### src/rtl/ffp_defines.svh
// constants of the flash fault status and protection block
// assumes byte-wide registers on a 16-bit address plain port
`ifndef FFP_DEFINES_SVH
`define FFP_DEFINES_SVH

// ************************************************************
// register addresses
// ************************************************************
`define FFP_ADDR_CONFIG    16'h3025
`define FFP_ADDR_CMD_STAT  16'h3026
`define FFP_ADDR_ERR_STAT  16'h3027
`define FFP_ADDR_PROT      16'h3028

// ************************************************************
// field positions and fixed values
// ************************************************************
`define FFP_ERR_SINGLE_BIT 0
`define FFP_ERR_DOUBLE_BIT 1
`define FFP_CFG_IGNORE_SINGLE_FAULT_BIT  0
`define FFP_STAT_VIOL_BIT  4
`define FFP_PROT_RSV_HIGH  1'h1
`define FFP_PROT_RSV_LOW   3'h0
`define FFP_PROT_RESET     8'h78
`define FFP_ZERO_BYTE      8'h00

// ************************************************************
// flash addresses and largest high size code
// ************************************************************
`define FFP_CFG_PROT_ADDR  16'hff7c
`define FFP_FLASH_END_P1   17'h10000
`define FFP_HS_MAX         2'h3

`endif

### src/rtl/ffp_pkg.sv
// types shared by the flash fault status and protection block
// assumes ffp_defines.svh for the numbers
package ffp_pkg;

  // protection register layout, msb first
  typedef struct packed {
    logic       polarity;
    logic       rsv_high;
    logic       high_disable;
    logic [1:0] high_size;
    logic [2:0] rsv_low;
  } ffp_prot_t;

  typedef enum logic [1:0] {
    FFP_CMD_PROGRAM,
    FFP_CMD_SECTOR_ERASE,
    FFP_CMD_BLOCK_ERASE
  } ffp_cmd_t;

  typedef enum logic [1:0] {
    FFP_ST_FETCH,
    FFP_ST_WAIT,
    FFP_ST_RUN
  } ffp_state_t;

endpackage

### src/rtl/ffp_prot_if.sv
// protection setting and address query between top and range checker
// assumes one clock domain; the query is purely combinational
`timescale 1ns/1ps
interface ffp_prot_if;
  import ffp_pkg::*;

  ffp_prot_t   setting;
  logic [15:0] addr;
  logic        hit;
  logic        any_hit;

  modport owner (output setting, output addr, input hit, input any_hit);
  modport judge (input setting, input addr, output hit, output any_hit);
endinterface

### src/rtl/ffp_sticky_flag.sv
// one sticky status flag, set by hardware, cleared by writing one
// assumes set and clear are one-cycle pulses on clk
`timescale 1ns/1ps
module ffp_sticky_flag (
  input  wire logic clk,
  input  wire logic resetn,
  input  wire logic set,
  input  wire logic clr,
  output logic      flag
);

  // set beats a clear in the same cycle
  always_ff @(posedge clk or negedge resetn) begin
    if (!resetn) begin
      flag <= 1'b0;
    end else if (set) begin
      flag <= 1'b1;
    end else if (clr) begin
      flag <= 1'b0;
    end
  end

endmodule

### src/rtl/ffp_prot_check.sv
// decides whether a flash address, or any of the block, is protected
// assumes the flash block spans flash_base up to the top address
`timescale 1ns/1ps
`include "ffp_defines.svh"
module ffp_prot_check
  import ffp_pkg::*;
#(
  parameter logic [15:0] FLASH_BASE = 16'hc000,
  parameter logic [15:0] HIGH_UNIT  = 16'h0800
) (
  ffp_prot_if.judge pif
);

  logic [16:0] span;
  logic [16:0] top_start;
  logic        in_flash;
  logic        in_top;
  logic        range_on;

  assign span      = {1'b0, HIGH_UNIT} << pif.setting.high_size;
  assign top_start = `FFP_FLASH_END_P1 - span;
  assign in_flash  = pif.addr >= FLASH_BASE;
  assign in_top    = {1'b0, pif.addr} >= top_start;
  assign range_on  = !pif.setting.high_disable;

  // polarity set: range is protected; clear: range is the only hole
  always_comb begin
    if (pif.setting.polarity) begin
      pif.hit     = in_flash && range_on && in_top;
      pif.any_hit = range_on;
    end else begin
      pif.hit     = in_flash && !(range_on && in_top);
      pif.any_hit = !range_on || (top_start > {1'b0, FLASH_BASE});
    end
  end

endmodule

### src/rtl/ffp_fault_prot.sv
// flash fault status flags and program/erase protection register
// assumes flash read path and command controller on the same clock
//
// Contract
// - reserved error and low protection bits read zero
// - double ecc fault sets double flag
// - read of busy block sets double flag
// - double flag cleared only by writing one
// - ecc fault gives single or double, never both
// - collision sets double, and single too while ignore bit clear
// - fault flags stored two cycles after read
// - single flag set only while ignore bit clear
// - single flag cleared only by writing one
// - protection writes may only grow protected area
// - protection loaded from configuration byte at reset
// - protected program or erase refused, violation set
// - block erase refused if any sector protected
// - polarity bit selects protect or unprotect meaning
// - protection bit 6 always reads one
// - high disable bit governs range ending at top
// - high size writable only while high disable set
// - violation cleared by writing one, blocks launch
//
// The address-and-strobe port was decided locally.
`timescale 1ns/1ps
`include "ffp_defines.svh"
module ffp_fault_prot
  import ffp_pkg::*;
#(
  parameter logic [15:0] FLASH_BASE = 16'hc000,
  parameter logic [15:0] HIGH_UNIT  = 16'h0800
) (
  input  wire logic        clk,
  input  wire logic        resetn,
  // register port
  input  wire logic [15:0] reg_addr,
  input  wire logic [7:0]  reg_wdata,
  input  wire logic        reg_wr,
  input  wire logic        reg_rd,
  output logic      [7:0]  reg_rdata,
  // flash array read path
  input  wire logic        rd_valid,
  input  wire logic        rd_ecc_single,
  input  wire logic        rd_ecc_double,
  input  wire logic        rd_block_busy,
  // configuration byte fetch at reset
  output logic             cfg_rd_req,
  output logic      [15:0] cfg_rd_addr,
  input  wire logic        cfg_rd_valid,
  input  wire logic [7:0]  cfg_rd_data,
  output logic             cfg_done,
  // command controller
  input  wire logic        cmd_valid,
  input  wire ffp_cmd_t    cmd_kind,
  input  wire logic [15:0] cmd_addr,
  output logic             cmd_ready,
  output logic             cmd_go,
  output logic             cmd_refused,
  // status levels
  output logic             single_fault_flag,
  output logic             double_fault_flag,
  output logic             protection_violation_flag,
  output ffp_prot_t        protection_reg
);

  // ************************************************************
  // parameter checks
  // ************************************************************
  generate
    if (HIGH_UNIT == 16'h0000) begin : g_bad_unit
      $error("high range unit must be nonzero");
    end
    if ((`FFP_FLASH_END_P1 - {1'b0, FLASH_BASE}) < ({1'b0, HIGH_UNIT} << `FFP_HS_MAX))
    begin : g_bad_base
      $error("largest high range does not fit in flash");
    end
    // the protection byte must lie inside the guarded flash
    if (FLASH_BASE > `FFP_CFG_PROT_ADDR) begin : g_bad_cfg
      $error("protection byte lies below the flash block");
    end
  endgenerate

  // ************************************************************
  // declarations
  // ************************************************************
  ffp_state_t  state;
  ffp_state_t  next_state;
  logic        ignore_single_fault;
  logic        single_ev;
  logic        double_ev;
  logic        single_pipe;
  logic        double_pipe;
  logic        wr_err;
  logic        wr_prot;
  logic        wr_cfg;
  logic        wr_stat;
  logic        clr_single;
  logic        clr_double;
  logic        clr_viol;
  logic        running;
  logic        cmd_blocked;
  logic        cmd_prot_fail;
  logic        viol_set;
  ffp_prot_t   prot_cand;
  logic        prot_ok;
  ffp_prot_t   cfg_loaded;
  logic [7:0]  error_status_reg;
  logic [7:0]  flash_config_reg;
  logic [7:0]  command_status_reg;
  logic [7:0]  next_rdata;

  ffp_prot_if pif ();

  // ************************************************************
  // protection containment test
  // ************************************************************
  // true when every address protected under old stays protected
  function automatic logic prot_grows(input ffp_prot_t old_p, input ffp_prot_t new_p);
    logic old_none;
    logic old_all;
    logic new_all;
    old_none = old_p.polarity && old_p.high_disable;
    old_all  = !old_p.polarity && old_p.high_disable;
    new_all  = !new_p.polarity && new_p.high_disable;
    if (old_none) begin
      prot_grows = 1'b1;
    end else if (new_all) begin
      prot_grows = 1'b1;
    end else if (old_all) begin
      prot_grows = 1'b0;
    end else if (old_p.polarity) begin
      // protected top range may only widen
      prot_grows = new_p.polarity && !new_p.high_disable
                   && (new_p.high_size >= old_p.high_size);
    end else begin
      // unprotected hole at the top may only narrow
      prot_grows = !new_p.polarity && !new_p.high_disable
                   && (new_p.high_size <= old_p.high_size);
    end
  endfunction

  // ************************************************************
  // reset sequence fetch of the protection byte
  // ************************************************************
  always_comb begin
    next_state = state;
    unique case (state)
      FFP_ST_FETCH: begin
        next_state = FFP_ST_WAIT;
      end
      FFP_ST_WAIT: begin
        if (cfg_rd_valid) begin
          next_state = FFP_ST_RUN;
        end
      end
      FFP_ST_RUN: begin
        next_state = FFP_ST_RUN;
      end
    endcase
  end

  always_ff @(posedge clk or negedge resetn) begin
    if (!resetn) begin
      state <= FFP_ST_FETCH;
    end else begin
      state <= next_state;
    end
  end

  // commands and protection writes wait for the loaded byte
  assign running     = (state == FFP_ST_RUN);
  assign cfg_done    = running;
  assign cfg_rd_req  = (state == FFP_ST_FETCH);
  assign cfg_rd_addr = `FFP_CFG_PROT_ADDR;

  // loaded byte with its fixed bits forced
  always_comb begin
    cfg_loaded          = ffp_prot_t'(cfg_rd_data);
    cfg_loaded.rsv_high = `FFP_PROT_RSV_HIGH;
    cfg_loaded.rsv_low  = `FFP_PROT_RSV_LOW;
  end

  // ************************************************************
  // register write decode
  // ************************************************************
  assign wr_err  = reg_wr && (reg_addr == `FFP_ADDR_ERR_STAT);
  assign wr_prot = reg_wr && (reg_addr == `FFP_ADDR_PROT);
  assign wr_cfg  = reg_wr && (reg_addr == `FFP_ADDR_CONFIG);
  assign wr_stat = reg_wr && (reg_addr == `FFP_ADDR_CMD_STAT);

  assign clr_single = wr_err && reg_wdata[`FFP_ERR_SINGLE_BIT];
  assign clr_double = wr_err && reg_wdata[`FFP_ERR_DOUBLE_BIT];
  assign clr_viol   = wr_stat && reg_wdata[`FFP_STAT_VIOL_BIT];

  always_ff @(posedge clk or negedge resetn) begin
    if (!resetn) begin
      ignore_single_fault <= 1'b0;
    end else if (wr_cfg) begin
      ignore_single_fault <= reg_wdata[`FFP_CFG_IGNORE_SINGLE_FAULT_BIT];
    end
  end

  // ************************************************************
  // fault capture from the read path
  // ************************************************************
  // double wins over single for a plain ecc fault
  // a collision under ignore leaves only the double flag
  assign double_ev = rd_valid && (rd_ecc_double || rd_block_busy);
  assign single_ev = rd_valid && !ignore_single_fault
                     && (rd_block_busy
                         || (rd_ecc_single && !rd_ecc_double));

  // one stage between the read and the stored flags
  always_ff @(posedge clk or negedge resetn) begin
    if (!resetn) begin
      single_pipe <= 1'b0;
      double_pipe <= 1'b0;
    end else begin
      single_pipe <= single_ev;
      double_pipe <= double_ev;
    end
  end

  ffp_sticky_flag u_single (
    .clk    (clk),
    .resetn (resetn),
    .set    (single_pipe),
    .clr    (clr_single),
    .flag   (single_fault_flag)
  );

  ffp_sticky_flag u_double (
    .clk    (clk),
    .resetn (resetn),
    .set    (double_pipe),
    .clr    (clr_double),
    .flag   (double_fault_flag)
  );

  // ************************************************************
  // protection register
  // ************************************************************
  // size field follows the write only while the range is disabled
  always_comb begin
    prot_cand              = ffp_prot_t'(reg_wdata);
    prot_cand.rsv_high     = `FFP_PROT_RSV_HIGH;
    prot_cand.rsv_low      = `FFP_PROT_RSV_LOW;
    if (!protection_reg.high_disable) begin
      prot_cand.high_size = protection_reg.high_size;
    end
  end

  // writes before the fetch completes are dropped
  assign prot_ok = prot_grows(protection_reg, prot_cand);

  always_ff @(posedge clk or negedge resetn) begin
    if (!resetn) begin
      protection_reg <= ffp_prot_t'(`FFP_PROT_RESET);
    end else if ((state == FFP_ST_WAIT) && cfg_rd_valid) begin
      protection_reg <= cfg_loaded;
    end else if (running && wr_prot && prot_ok) begin
      protection_reg <= prot_cand;
    end
  end

  // ************************************************************
  // command gating against protection
  // ************************************************************
  assign pif.setting = protection_reg;
  assign pif.addr    = cmd_addr;

  ffp_prot_check #(
    .FLASH_BASE (FLASH_BASE),
    .HIGH_UNIT  (HIGH_UNIT)
  ) u_check (
    .pif (pif.judge)
  );

  // launch is held off while a violation is pending
  assign cmd_blocked   = !running || protection_violation_flag;
  assign cmd_ready     = !cmd_blocked;
  // an undefined kind is judged like a block erase, the safe side
  always_comb begin
    unique case (cmd_kind)
      FFP_CMD_PROGRAM:      cmd_prot_fail = pif.hit;
      FFP_CMD_SECTOR_ERASE: cmd_prot_fail = pif.hit;
      FFP_CMD_BLOCK_ERASE:  cmd_prot_fail = pif.any_hit;
      default:              cmd_prot_fail = pif.any_hit;
    endcase
  end

  assign viol_set      = cmd_valid && !cmd_blocked && cmd_prot_fail;
  assign cmd_go        = cmd_valid && !cmd_blocked && !cmd_prot_fail;
  assign cmd_refused   = cmd_valid && !cmd_go;

  ffp_sticky_flag u_viol (
    .clk    (clk),
    .resetn (resetn),
    .set    (viol_set),
    .clr    (clr_viol),
    .flag   (protection_violation_flag)
  );

  // ************************************************************
  // register read
  // ************************************************************
  always_comb begin
    error_status_reg                      = `FFP_ZERO_BYTE;
    error_status_reg[`FFP_ERR_SINGLE_BIT] = single_fault_flag;
    error_status_reg[`FFP_ERR_DOUBLE_BIT] = double_fault_flag;
  end

  always_comb begin
    flash_config_reg                     = `FFP_ZERO_BYTE;
    flash_config_reg[`FFP_CFG_IGNORE_SINGLE_FAULT_BIT] = ignore_single_fault;
  end

  always_comb begin
    command_status_reg                     = `FFP_ZERO_BYTE;
    command_status_reg[`FFP_STAT_VIOL_BIT] = protection_violation_flag;
  end

  always_comb begin
    unique case (reg_addr)
      `FFP_ADDR_ERR_STAT: next_rdata = error_status_reg;
      `FFP_ADDR_PROT:     next_rdata = protection_reg;
      `FFP_ADDR_CONFIG:   next_rdata = flash_config_reg;
      `FFP_ADDR_CMD_STAT: next_rdata = command_status_reg;
      default:            next_rdata = `FFP_ZERO_BYTE;
    endcase
  end

  // data stands only in the cycle after the read strobe
  always_ff @(posedge clk or negedge resetn) begin
    if (!resetn) begin
      reg_rdata <= `FFP_ZERO_BYTE;
    end else if (reg_rd) begin
      reg_rdata <= next_rdata;
    end else begin
      reg_rdata <= `FFP_ZERO_BYTE;
    end
  end

endmodule

### config.mk
export PLATFORM = sky130hd
export DESIGN_NAME = ffp_fault_prot
export DESIGN_NICKNAME = d
export VERILOG_FILES = /design/src/rtl/ffp_pkg.sv /design/src/rtl/ffp_prot_if.sv /design/src/rtl/ffp_sticky_flag.sv /design/src/rtl/ffp_prot_check.sv /design/src/rtl/ffp_fault_prot.sv
export VERILOG_INCLUDE_DIRS = /design/src /design/src/rtl
export SDC_FILE = /design/constraint.sdc
export NUM_CORES = 1
export LEC_CHECK = 0
export BUFFER_PORTS_ARGS = -buffer_cell sky130_fd_sc_hd__buf_4
export CAP_MARGIN = 15
export CORE_MARGIN = 2
export CORE_UTILIZATION = 25
export CTS_BUF_LIST = sky130_fd_sc_hd__clkbuf_16
export DETAILED_ROUTE_END_ITERATION = 8
export GPL_ROUTABILITY_DRIVEN = 0
export PLACE_DENSITY_LB_ADDON = 0.2
export SYNTH_ARGS = -nofsm -noshare
export SYNTH_HDL_FRONTEND = slang
export SYNTH_SLANG_ARGS = --single-unit
export TNS_END_PERCENT = 50
### constraint.sdc
create_clock -name clk -period 3.77 [get_ports clk]
set_input_delay 0.1885 -clock clk [delete_from_list [all_inputs] [get_ports clk]]
set_output_delay 0.1885 -clock clk [all_outputs]
set_load 0.02 [all_outputs]
==> summary.txt, run 1 <==
Floorplan
  – Ports: 100
  – Chip width: 80.7 µm
  – # rows: 27
  – Die H: between 80 and 90 µm
  – Die area: about 0.0065 mm²
  – Initial core utilization: a little over a quarter
  – Core area: 0.00557 mm²

Worst setup path
  – RR Endpoint: protection_reg[4]
  – RR Startpoint: protection_reg[4]
  – CP Data Required Time: between 3 and 4 ns
  – Critical Path AT: roughly 2.7 ns
  – Critical Path Start: protection_reg[4]
  – Worst setup endpoint: cmd_refused
  – Critical path launch point type: register
  – Crit. End Element: output port
  – Reg2reg setup slack: between 1 and 1.5 ns
  – Reg2Reg Depth: 8
  – Critical path fanouts, max: 7
  – Crit Path Class: register to output port

Place
  – PortBufs: 60
  – Post-DP HPWL: between 2000 and 3000 µm

Logic synthesis
  – Mapped Avg Cell Area: between 9 and 10 µm²
  – Area contributors post-synth: dfrtp_1 27%, buf_4 11%, ha_1 9.4%
  – Synth Warn #: 0
  – Flops & latches, synth: 19
  – Synth top area share: between 20% and 30%
  – Synth Instances: about 150
  – Main synth FF type: dfrtp_1
  – Asr flop ratio synth: 100%
  – Sequential fraction of the synthesis area: around a third
  – Most common cell in the netlist: buf_4
  – Synth unique cells: 47
  – Synth area leader: dfrtp_1
  – Number of flops mapped to enable cells by yosys: 0
  – Synth top cells by count: 21 x buf_4, 16 x dfrtp_1, 11 x ha_1, 11 x nand2_1, 9 x inv_1
  – Syn Std Cell Area: roughly 0.0015 mm²

Timing
  – Clk_skew: 0.00149 ns
  – Endpoints failing hold: 0
  – Final Setup Violations: 0
  – Final Max Tran Viols: 0
  – RSZ-0062 raised after global routing: false
  – WHS: roughly 0.15 ns
  – Final Critical Period: between 2 and 3 ns
  – Max Clk Rate: approximately 350 MHz
  – Final period utilization: between 70 and 80%
  – Setup TNS: 0 ns

Layout
  – Fin nets: 287
  – Number of fillers in the final layout: 599
  – Storage cell area: ~480 µm²
  – Largest register FFs: 7
  – Ant. Diodes: 0
  – Util after Layout: between 30% and 40%
  – Area delta synth->final: 36.5%
  – Area of the multi-input gates: 862 µm²
  – Share of layout cells above drive strength 1: a little under two fifths

Clock tree
  – Post-CTS setup buffer count: 0
  – CTS Sinks: 19
  – CTS tree: built
  – Clk buf depth: 2
  – Clock transition at the registers of the reported paths: 0.05 ns
  – CTS H-tree depth: 1
  – Hold_buf cts: 1
  – TritonCTS Buffers: 3
  – Clock latency on the worst-skew pair: 0.24 ns
  – Post-CTS Resized: 0
  – Clock Tree Root: clkbuf_16

Power
  – Lkg Pwr: slightly below 1 nW
  – Clk pwr share: 19.4%
  – Sw Pwr: between 400 and 500 µW
  – Max IR drop VDD: approximately 0.28 mV
  – Switching Share: 39.8%
  – Cell area power density: about 540 mW/mm²
  – Pwr Total: 1.08 mW
  – Combinational fraction of design power: between 50% and 60%
  – Int Power: around 650 µW
  – Seq pwr share: 29.4%

Detailed routing
  – Via Count: between 1000 and 1500
  – Iter 0 DRT Violations: 32
  – Routed Antenna Nets: 0
  – Routed len/inst: between 10 and 15 µm
  – Via/cell ratio: around 4.2
  – Remaining routing DRC violations: 0
  – DRT Wirelength: 3400 µm
  – First-pass DRT Iterations: 4

Global routing
  – Antenna violations before repair: 0
  – Vias in the first global route: approximately 1200
  – GRT Overall Usage: 10.8%
  – Gr ovfl total: 0
  – Largest net degree at the start of global routing: 20
  – Global-route wire length before repair: around 5500 µm

Worst hold path
  – Worst min-delay path class: input port to register

Job
  – Max Cap Viol: 0

Outcome
  – Outcome: complete, no violations
## cells by family (layout without fill, tap and decap cells)
logic type	after synthesis	count (layout)	share of synthesized area [%]
fa+ha+maj	11	11	9.37
buf+inv	31	74	13.8
flops	19	19	32.6
simple gates	52	52	23.8
mux	4	4	2.90
other cells	2	22	0.511
compound gates	33	33	17.0
## placed cells by master, fill, tap and decap left out, types with 2 or more instances in the layout
cell type	count
ha_1	11
nand4b_1	2
a21o_1	4
o21a_1	2
nor2_1	6
a31oi_1	2
inv_1	10
nor3_1	5
nand3_1	4
a211oi_1	2
o21ai_0	6
dfrtp_1	16
mux2_2	2
nor3b_1	2
nor2b_1	6
o31ai_1	2
dfstp_2	3
a21oi_1	5
conb_1	22
buf_4	60
nand2_1	11
clkbuf_16	3
mux2i_1	2
and2_2	3
## final cells by class
| class | instances | area share [%] |
|---|---|---|
| Multi-Input combinational cell | 122 | 43.0 |
| Sequential cell | 19 | 23.9 |
| Timing Repair Buffer | 61 | 23.0 |
| Tap cell | 72 | 4.49 |
| Clock buffer | 3 | 3.75 |
| Inverter | 9 | 1.69 |
| Clock inverter | 1 | 0.187 |
## how the worst min path moves through the flow
stage                       startpoint           end  slack, ns  depth (start not counted)
after floorplan                 resetn   double_pipe      -0.11                          0
after global placement          resetn  reg_rdata[7]       0.08                          1
after detailed placement        resetn  reg_rdata[7]       0.08                          1
after CTS                 cfg_rd_valid      state[1]       0.15                          2
after global routing      cfg_rd_valid      state[1]       0.16                          2
final                     cfg_rd_valid      state[1]       0.15                          2
## power groups by stage
stage / Sequential, mW / Combinational (mW) / Clock, mW
final: 0.318 / 0.552 / 0.210
after global routing: 0.331 / 0.625 / 0.228
after CTS: 0.322 / 0.562 / 0.215
after detailed placement: 0.325 / 0.558 / 0
after global placement: 0.325 / 0.550 / 0
after floorplan: 0.327 / 0.391 / 0
## worst max-delay path: stages, from the launching register on
cell and delay [ns]:
dfstp_2 0.40, or2_2 0.32, ha_1 0.28, inv_1 0.04, ha_1 0.26, o2111a_1 0.13, a211oi_1 0.29, a211oi_1 0.08
nand4b_1 0.23, a21boi_0 0.21, buf_4 0.17
## routing by layer
metal	up-vias	global-route usage [%]	routed length (µm)
li1	623	-	-
met3	2	3.48	216
met2	34	19.1	1780
met4	0	1.53	15
met5	-	0	0
met1	544	13.1	1380
## through the flow
step | setup WS [ns] | std cells | cell area (µm²)
after floorplan | 1.13 | 172 | 1540
after global placement | 1.14 | 282 | 1920
after detailed placement | 1.15 | 282 | 1920
after CTS | 0.876 | 287 | 2000
after global routing | 0.737 | 287 | 2000
final | 0.924 | 287 | 2000
Note: power is estimated with default switching activity, not from simulation.
==> run 2: changes to the inputs <==
==> constraint.sdc (replaced) <==
create_clock -name clk -period 2.7 [get_ports clk]
set_input_delay 0.135 -clock clk [delete_from_list [all_inputs] [get_ports clk]]
set_output_delay 0.135 -clock clk [all_outputs]
set_load 0.02 [all_outputs]
==> run 2 against run 1 <==
Design area grew 3.2%. Non-clock buffer count grew 4. Total power grew 50%. Sequential power grew 37%. First-iteration DRC count shrank 3.1%. Clock-buffer cell count is the same. Register-to-register slack lost 1.1 ns. Routed wire length grew 1.3%. Utilization grew 1.2 points. Critical path type unchanged.
==> summary.txt, run 2 (synthesis gave the netlist of run 1 again) <==
Place
  – Pre-CTS setup slack: around 0.098 ns
  – Post-DP HPWL: ~2900 µm
  – PortBufs: 60
  – DP Area: 0.00192 mm²

Layout
  – Highest-count cells in the layout ignoring fill and taps: 64 x buf_4, 22 x conb_1, 16 x dfrtp_1
  – Area delta synth->final: 40.9%
  – Share of layout cells above drive strength 1: slightly above 40%
  – Largest register FFs: 7
  – Number of fillers in the final layout: roughly 580
  – Cell area after layout: a little over 0.002 mm²
  – Commonest non-fill, non-tap cell in the layout: buf_4
  – Ant. Diodes: 0
  – Fin nets: 291

Power
  – Lkg Pwr: 0.992 nW
  – Pwr Total: approximately 1.6 mW
  – Cell area power density: just under 800 mW/mm²
  – Max IR drop VDD: approximately 0.36 mV

Worst setup path
  – CP Data Required Time: 2.57 ns
  – RR Startpoint: protection_reg[4]
  – Crit Path Class: register to output port
  – Critical Path AT: roughly 2.5 ns
  – Critical Path Start: protection_reg[4]
  – Critical path fanouts, max: 6
  – Critical path launch point type: register
  – Crit. End Element: output port

Clock tree
  – Clock transition at the registers of the reported paths: roughly 0.050 ns
  – CTS tree: built
  – Clock Tree Root: clkbuf_16
  – Clk buf depth: 2
  – CTS Sinks: 19
  – TritonCTS Buffers: 3
  – CTS H-tree depth: 1
  – Clock latency on the worst-skew pair: 0.24 ns

Timing
  – Max Clk Rate: roughly 390 MHz
  – Setup TNS: 0 ns
  – Final Setup Violations: 0
  – Clk_skew: 0.00161 ns
  – Endpoints failing hold: 0
  – WHS: about 0.10 ns
  – Final period utilization: roughly 96%
  – Final Critical Period: between 2 and 3 ns
  – Slack of the critical path: ~0.11 ns
  – Final Max Tran Viols: 0

Detailed routing
  – Routed len/inst: 11.8 µm
  – Via/cell ratio: roughly 4.2
  – Routed Antenna Nets: 0
  – DRT Wirelength: 3440 µm
  – Via Count: between 1000 and 1500
  – First-pass DRT Iterations: 4
  – Iter 0 DRT Violations: 31
  – Remaining routing DRC violations: 0

Outcome
  – Outcome: complete, no violations

Global routing
  – Largest net degree at the start of global routing: 20
  – Vias in the first global route: between 1000 and 1500
  – GRT Overall Usage: 10.5%
  – Antenna violations before repair: 0
  – Global-route wire length before repair: 5290 µm
  – Gr ovfl total: 0

Floorplan
  – Ports: 100
  – Core area: 0.00557 mm²
  – Chip width: about 81 µm
  – Die H: around 80 µm
  – Initial core utilization: around a quarter
  – # rows: 27
  – Die area: ~0.0065 mm²

Worst hold path
  – Hold wc startpoint: rd_ecc_double
  – Worst min-delay path class: input port to register

Job
  – Max Cap Viol: 0
run 2: changes by cell type in the layout (fill, tap and decap cells not counted), sizes merged:
cell and change:
buf +4
run 2: stage by stage:
step / util [%] / instances
CTS: 36.2 / 288
floorplan: - / 172
detailed placement: 34.5 / 283
global placement: 34.5 / 283
finish: 37.1 / 291
global route: 37.1 / 291
run 2: worst max-delay path, cell delays in order (launching register included):
cell	delay, ns
dfstp_2	0.60
or2_4	0.16
buf_4	0.10
ha_1	0.21
o2111a_1	0.26
a211oi_2	0.24
a211oi_1	0.06
nand4b_1	0.23
a21boi_1	0.19
buf_4	0.16
run 2: area by class of cell:
type                            count  area, µm²  area share, %
Multi-Input combinational cell    122        897           43.3
Clock inverter                      1       3.75          0.181
Inverter                            9       33.8           1.63
Sequential cell                    19        479           23.2
Timing Repair Buffer               65        490           23.7
Tap cell                           72       90.1           4.35
Clock buffer                        3       75.1           3.63
run 2: report_power, final:
group / switching (mW) / internal [mW]
logic: 0.466 / 0.422
clock network: 0.0967 / 0.197
registers: 0.0782 / 0.358
run 2: final timing paths:
check / to / slack (ns) / cells past startpoint
max in group asynchronous: protection_reg[4] / 2.13 / 2
setup / recovery: cmd_refused / 0.11 / 9
setup reg to reg: protection_reg[4] / 0.29 / 8
hold reg to reg: u_double.flag / 0.42 / 1
hold / removal: double_pipe / 0.10 / 2
min in group asynchronous: reg_rdata[3] / 0.30 / 2
run 2: routing by layer:
metal	share of wire, %	vias up	track usage (%)
li1	-	634	-
met1	43	553	13.4
met2	51	34	17.9
met3	5.8	2	2.58
met4	0.44	0	2.03
met5	0	-	0
run 2: repair_timing:
| item | CTS | global route |
|---|---|---|
| hold endpoints to repair | 16 | 0 |
| setup endpoints to repair | 2 | 2 |
| resized for setup | 2 | 6 |
| setup buffers | 0 | 3 |
| hold buffers | 1 | 0 |
| pin swaps | 2 | 7 |
| gates cloned | 0 | 0 |
